## src/rtl/smi_pkg.sv

```systemverilog
// Package of encodings, field positions and reset values for the store and multiply datapath.
package smi_pkg;

  // ----------------------------------------
  // Opcode fields
  // ----------------------------------------
  localparam logic [6:0] OPC_STORE_HI7 = 7'h37;
  localparam logic [6:0] OPC_MULF_HI7 = 7'h01;
  localparam logic [7:0] OPC_MULL_HI8 = 8'h0D;
  localparam int OPC_MSB = 15;
  localparam int A_BIT_POS = 8;
  localparam int OPND_MSB = 7;

  // ----------------------------------------
  // Addressing constants
  // ----------------------------------------
  localparam int BANK_W = 4;
  localparam int ADDR_W = 12;
  localparam logic [7:0] INDEXED_LIMIT = 8'h5F;
  localparam logic [7:0] ACCESS_SPLIT = 8'h60;
  localparam logic [BANK_W-1:0] ACCESS_HIGH_BANK = 4'hF;
  localparam logic [BANK_W-1:0] ACCESS_LOW_BANK = 4'h0;

  // ----------------------------------------
  // Reset values and cycle phases
  // ----------------------------------------
  localparam logic [7:0] PROD_RST = 8'h00;
  localparam logic [7:0] DATA_RST = 8'h00;
  // The a bit comes out of reset at one, the banked default.
  localparam logic A_BIT_RST = 1'b1;
  localparam logic [1:0] Q_LAST = 2'd3;

  typedef enum logic [1:0] {
    SMI_Q1 = 2'b00,
    SMI_Q2 = 2'b01,
    SMI_Q3 = 2'b11,
    SMI_Q4 = 2'b10
  } smi_phase_e;

endpackage

```

## src/rtl/smi_core.sv

```systemverilog
// Store and multiply instruction datapath for an 8-bit processor core.
//
// Summary of operation
// RL1: Store opcode copies accumulator, no flags.
// RL2: Eight-bit file field spans whole bank.
// RL3: a bit zero selects access bank.
// RL4: a bit one uses bank pointer.
// RL5: Extended set, a zero, f<=5Fh indexes.
// RL6: Literal multiply is unsigned accumulator times k.
// RL7: Product high byte, low byte written.
// RL8: Literal multiply leaves accumulator unchanged.
// RL9: File multiply is unsigned accumulator times file.
// RL10: File multiply keeps accumulator and file.
// RL11: Multiplies never touch flags, zero undetected.
// RL12: No flag changes for any operand.
// RL13: One word, one cycle, Q2 read, Q4 write.
module smi_core (
  // Clock and reset
  input wire logic i_clk,
  input wire logic i_sys_rst,
  // Instruction issue
  input wire logic i_instr_valid,
  input wire logic [15:0] i_instr,
  // Core state
  input wire logic [7:0] i_accum,
  input wire logic [smi_pkg::BANK_W-1:0] i_bank_sel,
  input wire logic i_ext_en,
  input wire logic [smi_pkg::ADDR_W-1:0] i_index_base,
  // Data memory read port
  output logic [smi_pkg::ADDR_W-1:0] o_rd_addr,
  output logic o_rd_en,
  input wire logic [7:0] i_rd_data,
  // Data memory write port
  output logic [smi_pkg::ADDR_W-1:0] o_wr_addr,
  output logic [7:0] o_wr_data,
  output logic o_wr_en,
  // Product pair and status
  output logic [7:0] o_prod_hi,
  output logic [7:0] o_prod_lo,
  output logic o_busy,
  output logic o_done,
  output logic o_flags_we
);

  // ----------------------------------------
  // Decode
  // ----------------------------------------
  typedef enum logic [1:0] {
    SMI_OP_NONE = 2'd0,
    SMI_OP_STORE = 2'd1,
    SMI_OP_MULL = 2'd2,
    SMI_OP_MULF = 2'd3
  } smi_op_e;

  function automatic smi_op_e smi_decode(input logic [15:0] instr);
    smi_op_e op;
    op = SMI_OP_NONE;
    // RL1 store opcode
    if (instr[15:9] == smi_pkg::OPC_STORE_HI7) begin
      op = SMI_OP_STORE;
    // RL6 literal multiply opcode
    end else if (instr[15:8] == smi_pkg::OPC_MULL_HI8) begin
      op = SMI_OP_MULL;
    // RL9 file multiply opcode
    end else if (instr[15:9] == smi_pkg::OPC_MULF_HI7) begin
      op = SMI_OP_MULF;
    end
    return op;
  endfunction

  // ----------------------------------------
  // State
  // ----------------------------------------
  smi_pkg::smi_phase_e phase_q, phase_d;
  smi_op_e op_q, op_d;
  logic [7:0] opnd_q, opnd_d;
  logic a_q, a_d;
  logic [7:0] src_q, src_d;
  logic [7:0] acc_q, acc_d;
  logic [15:0] prod_q, prod_d;
  logic [15:0] work_q, work_d;
  logic [smi_pkg::ADDR_W-1:0] addr_q, addr_d;
  logic [smi_pkg::ADDR_W-1:0] res_addr;
  logic take;

  // RL2 full bank reach
  smi_addr_res u_addr (
    .i_opnd(opnd_q),
    .i_a_bit(a_q),
    .i_bank_sel(i_bank_sel),
    .i_ext_en(i_ext_en),
    .i_index_base(i_index_base),
    .o_addr(res_addr)
  );

  // Only an idle sequencer accepts work, so an instruction offered while busy is dropped.
  assign take = (phase_q == smi_pkg::SMI_Q1) && i_instr_valid && (smi_decode(i_instr) != SMI_OP_NONE);

  // ----------------------------------------
  // Quarter-cycle sequencer
  // ----------------------------------------
  // Each instruction holds the datapath for four clocks; the next may start right after Q4.
  always_comb begin
    phase_d = phase_q;
    op_d = op_q;
    // RL13 four quarter cycle
    unique case (phase_q)
      smi_pkg::SMI_Q1: begin
        if (take) begin
          op_d = smi_decode(i_instr);
          phase_d = smi_pkg::SMI_Q2;
        end
      end
      smi_pkg::SMI_Q2: begin
        phase_d = smi_pkg::SMI_Q3;
      end
      smi_pkg::SMI_Q3: begin
        phase_d = smi_pkg::SMI_Q4;
      end
      smi_pkg::SMI_Q4: begin
        op_d = SMI_OP_NONE;
        phase_d = smi_pkg::SMI_Q1;
      end
    endcase
  end

  always_ff @(posedge i_clk) begin
    if (i_sys_rst) begin
      phase_q <= smi_pkg::SMI_Q1;
      op_q <= SMI_OP_NONE;
    end else begin
      phase_q <= phase_d;
      op_q <= op_d;
    end
  end

  // ----------------------------------------
  // Operand capture
  // ----------------------------------------
  always_comb begin
    opnd_d = opnd_q;
    a_d = a_q;
    acc_d = acc_q;
    src_d = src_q;
    addr_d = addr_q;
    work_d = work_q;
    if (take) begin
      opnd_d = i_instr[smi_pkg::OPND_MSB:0];
      a_d = i_instr[smi_pkg::A_BIT_POS];
      // The accumulator is latched at issue; a store writes that value even if it moves later.
      acc_d = i_accum;
    end
    if (phase_q == smi_pkg::SMI_Q2) begin
      // RL3 RL4 RL5 resolved address kept
      // Operand capture happens here so a write-back in the same slot cannot race it.
      addr_d = res_addr;
      src_d = (op_q == SMI_OP_MULL) ? opnd_q : i_rd_data;
    end
    if (phase_q == smi_pkg::SMI_Q3) begin
      // RL6 unsigned product
      // The product is formed a quarter early so the Q4 load is a plain register copy.
      work_d = {8'h00, acc_q} * {8'h00, src_q};
    end
  end

  always_ff @(posedge i_clk) begin
    if (i_sys_rst) begin
      opnd_q <= smi_pkg::DATA_RST;
      a_q <= smi_pkg::A_BIT_RST;
      acc_q <= smi_pkg::DATA_RST;
      src_q <= smi_pkg::DATA_RST;
      addr_q <= '0;
      work_q <= {smi_pkg::PROD_RST, smi_pkg::PROD_RST};
    end else begin
      opnd_q <= opnd_d;
      a_q <= a_d;
      acc_q <= acc_d;
      src_q <= src_d;
      addr_q <= addr_d;
      work_q <= work_d;
    end
  end

  // ----------------------------------------
  // Product pair
  // ----------------------------------------
  // Both bytes load from one register, so a reader never sees a half-updated pair.
  always_comb begin
    prod_d = prod_q;
    // RL7 product pair update
    if ((phase_q == smi_pkg::SMI_Q4) && ((op_q == SMI_OP_MULL) || (op_q == SMI_OP_MULF))) begin
      prod_d = work_q;
    end
  end

  always_ff @(posedge i_clk) begin
    if (i_sys_rst) begin
      prod_q <= {smi_pkg::PROD_RST, smi_pkg::PROD_RST};
    end else begin
      prod_q <= prod_d;
    end
  end

  // ----------------------------------------
  // Outputs
  // ----------------------------------------
  assign o_rd_addr = res_addr;
  // RL10 file read only
  assign o_rd_en = (phase_q == smi_pkg::SMI_Q2) && (op_q == SMI_OP_MULF);
  assign o_wr_addr = addr_q;
  // RL1 store to file
  assign o_wr_data = acc_q;
  // RL8 accumulator never written
  assign o_wr_en = (phase_q == smi_pkg::SMI_Q4) && (op_q == SMI_OP_STORE);
  assign o_prod_hi = prod_q[15:8];
  assign o_prod_lo = prod_q[7:0];
  assign o_busy = (phase_q != smi_pkg::SMI_Q1);
  assign o_done = (phase_q == smi_pkg::SMI_Q4);
  // RL11 flags untouched
  // RL12 no flag writes
  assign o_flags_we = 1'b0;

endmodule

```

## src/rtl/smi_addr_res.sv

```systemverilog
// File-operand address resolver for the a bit and indexed literal offset mode.
module smi_addr_res (
  // Operand fields
  input wire logic [7:0] i_opnd,
  input wire logic i_a_bit,
  // Core state
  input wire logic [smi_pkg::BANK_W-1:0] i_bank_sel,
  input wire logic i_ext_en,
  input wire logic [smi_pkg::ADDR_W-1:0] i_index_base,
  // Resolved address
  output logic [smi_pkg::ADDR_W-1:0] o_addr
);

  always_comb begin
    if (i_a_bit) begin
      // RL4 banked via pointer
      o_addr = {i_bank_sel, i_opnd};
    end else if (i_ext_en && (i_opnd <= smi_pkg::INDEXED_LIMIT)) begin
      // RL5 indexed literal offset
      o_addr = i_index_base + {4'h0, i_opnd};
    end else if (i_opnd < smi_pkg::ACCESS_SPLIT) begin
      // RL3 access bank low
      o_addr = {smi_pkg::ACCESS_LOW_BANK, i_opnd};
    end else begin
      // RL3 access bank high
      o_addr = {smi_pkg::ACCESS_HIGH_BANK, i_opnd};
    end
  end

endmodule

```

## config.mk

```make
export PLATFORM = sky130hd
export DESIGN_NAME = smi_core
export DESIGN_NICKNAME = d
export VERILOG_FILES = /design/src/rtl/smi_pkg.sv /design/src/rtl/smi_core.sv /design/src/rtl/smi_addr_res.sv
export SDC_FILE = /design/constraint.sdc
export NUM_CORES = 1
export LEC_CHECK = 0
export BUFFER_PORTS_ARGS = -buffer_cell sky130_fd_sc_hd__buf_2
export CORE_ASPECT_RATIO = 1.5
export CORE_MARGIN = 8
export CORE_UTILIZATION = 45
export CTS_BUF_LIST = sky130_fd_sc_hd__clkbuf_4 sky130_fd_sc_hd__clkbuf_8 sky130_fd_sc_hd__clkbuf_16
export CTS_CLUSTER_SIZE = 28
export DETAILED_ROUTE_END_ITERATION = 10
export PLACE_DENSITY = 0.76
export SKIP_CTS_REPAIR_TIMING = 1
export SLEW_MARGIN = 20
export SYNTH_ARGS = -nofsm -noshare
export SYNTH_HDL_FRONTEND = slang
export SYNTH_SLANG_ARGS = --single-unit
```

## constraint.sdc

```tcl
create_clock -name i_clk -period 6.04 [get_ports i_clk]
set_input_delay 1.208 -clock i_clk [delete_from_list [all_inputs] [get_ports i_clk]]
set_output_delay 1.208 -clock i_clk [all_outputs]
set_load 0.05 [all_outputs]
```

### Word-level counts from Yosys, hierarchy flattened

Index checks and enable logic that the tools add are counted.

| word-level totals | value |
|---|---|
| register bits | 73 |
| word-level logic and storage cells | 46 |
| output and inout bits | 53 |
| input port bits | 52 |

| operators by class | value |
|---|---|
| mux-type cells | 11 |
| add/sub/neg operators | 1 |
| $lt $le $gt $ge | 2 |
| reductions and logical operators | 12 |
| equal/unequal tests | 10 |
| multiply operators | 1 |

Operator list:

| operator | count |
|---|---|
| 12-bit two-way mux | 3 |
| 8-bit by 8-bit multiplier with 16-bit output | 1 |
| 12-bit by 8-bit adder with 12-bit output | 1 |
| 2-bit two-way mux | 5 |
| 2-bit == test (second input constant) | 4 |
| 8-bit by 4-bit == test with 1-bit output (second input constant) | 1 |
| 8-bit by 7-bit <= comparator with 1-bit output (second input constant) | 1 |
| 8-bit by 7-bit less-than comparator with 1-bit output (second input constant) | 1 |
| 8-bit two-way mux | 1 |
| 2-bit one-hot mux with 4 select lines | 1 |
| 7-bit by 1-bit == test with 1-bit output (second input constant) | 1 |
| 7-bit by 6-bit == test with 1-bit output (second input constant) | 1 |
| 1-bit logical AND | 6 |
| 2-bit nonzero test | 3 |
| 2-bit by 1-bit == test with 1-bit output (second input constant) | 2 |
| 2-bit one-hot mux with 2 select lines | 1 |
| 2-bit logical NOT | 1 |
| 2-bit != test (second input constant) | 1 |
| 2-bit AND reduction | 1 |
| 1-bit logical OR | 1 |

### Depth between registers and ports, before layout

| depth | value |
|---|---|
| word-level depth | 8 |
| mapped depth | 16 |
| gate-level depth less buffers | 16 |

### Cells and area by module

Synthesis repeated with hierarchy kept, for this count alone.

| second synthesis, totals | value |
|---|---|
| cell total of the unflattened synthesis | 653 |
| area total of the unflattened synthesis | 5,440.2 µm² |

Modules (own cells, without submodules):

| module | cells each | times used | area an instance (µm²) |
|---|---|---|---|
| smi_core | 557 | 1 | 4,803.4 |
| smi_addr_res | 96 | 1 | 636.9 |

### Worst setup path before layout

OpenSTA, ideal clock, no wires.

| timing | value |
|---|---|
| kind | input to output |
| from | in i_index_base[0] in the netlist's numbering |
| to | out o_rd_addr[6] in the netlist's numbering |
| path slack | 1.274 ns |
| data arrival time | 3.558 ns |
| data required time | 4.832 ns |
| path buffers | 0 |
| cell stages on the path | 8 |
| cells stage by stage | ha_1 inv_1 fa_1 nor2b_1 o21a_1 a311o_1 xnor2_1 o21ai_0 |

| between the ends | value |
|---|---|
| longest elaborated chain between the ends | 3 |

Ends and longest elaborated chain:

| what | line | source |
|---|---|---|
| from (decl) | smi_core.sv:28 | `input wire logic [smi_pkg::ADDR_W-1:0] i_index_base,` |
| 12-bit by 8-bit adder with 12-bit output | smi_addr_res.sv:20 | `o_addr = i_index_base + {4'h0, i_opnd};` |
| 12-bit two-way mux | smi_addr_res.sv:18 | `end else if (i_ext_en && (i_opnd <= smi_pkg::INDEXED_LIMIT)) begin` |
| 12-bit two-way mux | smi_addr_res.sv:15 | `if (i_a_bit) begin` |
| to (decl) | smi_core.sv:30 | `output logic [smi_pkg::ADDR_W-1:0] o_rd_addr,` |

Every way passes these cells.

### Worst setup path after layout

| timing | value |
|---|---|
| from | in i_index_base[0] in the netlist's numbering |
| to | out o_rd_addr[8] in the netlist's numbering |

The elaborated chain is that of the path after synthesis.

==> impl_metrics.ini <==
[cells_and_area]
fin_nets = 865
diodes = 0
syn_to_final_growth_pct = 17.7
drive_gt1_frac = 0.175

[worst_setup_path]
max_stage_delay_ps = 510
start_kind = primary input
worstSetupPathType = in2out
cp_common_cell = buf_2
critPathCaptureType = primary output
path_cells = buf_2 > ha_1 > inv_1 > fa_1 > nor2b_1 > o21a_1 > a311o_1 > or4_4 > a41oi_2 > buf_2
slowest_stage = or4_4
cp_max_fo = 4
cp.arrival_ps = 3490
cp.required_ps = 4830

[detailed_routing]
via_per_inst = 5.28
num_vias = 4695
drtAntennaViolNets = 0
wl_per_cell_um = 15.8
drtIter0Drc = 212
firstDrtPassIters = 5
drcViolationCount = 0
wirelength_mm = 14.0

[cts]
numClockSinks = 73
clockRootBuffer = clkbuf_16
cts_buffers = 9
clk_pin_slew_worst_paths_ps = 60
htree_levels = 3
tritoncts = yes
worstSkewPairLatency_ps = 330
clock_path_buffers = 2

[synth]
synthFlopType = dfxtp_1
syn_nets = 770
syn-instance-count = 637
seq_area_frac_synth = 0.270
ys_types = 52
async_flop_share = 0
ys_warn_count = 0
synthesis.area_mm2 = 0.00541
syn_avg_cell_area_um2 = 8.49
synth_edf_count = 0
ys_ff_latch = 73

[global_route]
grt_max_degree = 72
gr-total-overflow = 0
grt_pass1_wl_mm = 23.2
first_global_vias = 4881
antenna_found_initial = 0
grt.total_usage = 0.181

[placed_design]
io_buffers = 103
post-dp-hpwl_mm = 11.1
gp_congestion = 0.851

[die]
die_x_um = 106
core-area_mm2 = 0.0119
initial_core_util = 0.455
fp.dieArea_mm2 = 0.0159
fp.dieH_um = 150
rows = 49
num_io_pins = 105

[sta]
finalSetupTns_ps = 0
fin_skew_ps = 6.36
slew_viol_final = 0
relSlewSlack = 0.494
rsz0062_at_grt = no
worstMarginPinSlew_ps = 760
finalCritPeriodShare = 0.778
finalHoldViolations = 0
layout_min_cycle_time_ps = 4700
max_clock_freq_mhz = 213
setup_viol = 0

[pwr]
total_power_uw = 1120
peakVddDrop_mv = 0.147
leakage_uw = 0.00321
power_density_mw_per_mm2 = 176

[min_path]
hold_path.class = reg2reg

[job]
maxCapViolCount = 0

[status]
status = completed
sequential cells by signal, indices dropped and copies added, names as in the netlist:
| name | cells |
|---|---|
| work_q | 16 |
| o_wr_addr | 12 |
| phase_q | 2 |
| src_q | 8 |
| prod_q | 16 |
| opnd_q | 8 |
| o_wr_data | 8 |
| a_q | 1 |
| op_q | 2 |
cells by family (layout without fill, tap and decap cells):
family / after synthesis / in the layout / share of synthesized area
compound gates: 120 / 120 / 0.144
xor+xnor: 13 / 13 / 0.0210
fa+ha+maj: 81 / 81 / 0.239
buf+inv: 81 / 181 / 0.0574
flops: 73 / 73 / 0.270
mux: 28 / 28 / 0.0523
other cells: 1 / 1 / 0.000693
simple gates: 240 / 240 / 0.216
stage by stage:
step                setup slack [ps]  utilization  cell area [um^2]  cells  hold slack (ps)
CTS                             1340        0.535              6370    890              452
detailed placement              1350        0.509              6050    874              438
global placement                1380        0.509              6050    874              442
finish                          1340        0.535              6370    890              451
floorplan                       1270            -              5410    637              432
global route                    1260        0.535              6370    890              463
report_power, final:
part           internal [uW]  switching, uW
Clock                    361            202
Combinational           26.7           45.3
Sequential               484           3.31
Total                    871            251
metal layers:
| metal | vias up | track usage | wire length [um] |
|---|---|---|---|
| li1 | 2333 | - | - |
| met1 | 2228 | 0.184 | 5310 |
| met2 | 110 | 0.348 | 7670 |
| met3 | 24 | 0.0424 | 711 |
| met4 | 0 | 0.0657 | 330 |
| met5 | - | 0 | 0 |
worst paths after layout:
| kind | startpoint | to | slack [ps] | cells after the start |
|---|---|---|---|---|
| max reg2reg | o_wr_data[0]$_SDFFE_PP0P_ | work_q[13]$_SDFFE_PP0P_ | 1520 | 15 |
| max | i_index_base[0] | o_rd_addr[8] | 1340 | 10 |
| min reg2reg | o_wr_addr[10]$_SDFFE_PP0P_ | o_wr_addr[10]$_SDFFE_PP0P_ | 450 | 2 |
| min | o_wr_addr[10]$_SDFFE_PP0P_ | o_wr_addr[10]$_SDFFE_PP0P_ | 450 | 2 |
final cells by class:
cell class | count | area [um^2]
inverters | 59 | 221
clock inverters | 7 | 92.6
fillers | 1143 | 5530
well taps | 153 | 191
clock buffers | 9 | 225
flip-flops and latches | 73 | 1460
repair buffers | 106 | 538
multi-input cells | 483 | 3640
layout by cell type, fill, tap and decap left out, types with 8 or more instances in the layout:
| master | Yosys | routed |
|---|---|---|
| a211oi_1 | 16 | 16 |
| o21ai_0 | 20 | 20 |
| nor2_1 | 62 | 62 |
| dfxtp_1 | 73 | 73 |
| a21oi_1 | 40 | 40 |
| nand2_1 | 73 | 73 |
| clkbuf_16 | 0 | 9 |
| fa_1 | 37 | 37 |
| o21a_1 | 9 | 9 |
| nor3_1 | 8 | 8 |
| and2_1 | 56 | 56 |
| inv_1 | 59 | 59 |
| ha_1 | 44 | 44 |
| buf_2 | 2 | 103 |
| mux2i_1 | 26 | 26 |
cells in the mapped netlist, types with 2 or more instances:
cell	number	share of area
xor2_1	7	0.011
mux2_2	2	0.0042
and2_1	56	0.065
a21oi_1	40	0.037
ha_1	44	0.10
buf_1	2	0.0014
nor2_1	62	0.043
nand4_1	3	0.0035
dfxtp_1	73	0.27
and3_1	6	0.0069
nand2_1	73	0.051
nand2b_1	6	0.0069
o211ai_1	3	0.0042
a211oi_1	16	0.022
a22o_1	5	0.0081
nand3_1	6	0.0056
o21ai_0	20	0.019
o211a_1	2	0.0037
fa_1	37	0.14
o31a_1	2	0.0032
o21a_1	9	0.012
nor4_1	2	0.0023
o31ai_1	3	0.0042
xnor2_1	6	0.0097
and4_1	2	0.0032
nor3_1	8	0.0074
nor2b_1	7	0.0081
mux2i_1	26	0.048
buf_2	2	0.0019
inv_1	59	0.041
clkbuf_1	17	0.012
a31oi_1	4	0.0046
a21o_1	7	0.0097
or2_2	2	0.0023
worst max-delay path: cells and delay by family:
family          cells  cell delay, ps
compound gates      3             820
simple gates        2             570
buf+inv             3             470
fa+ha+maj           2             420
Power figures use the tool's default switching activity.
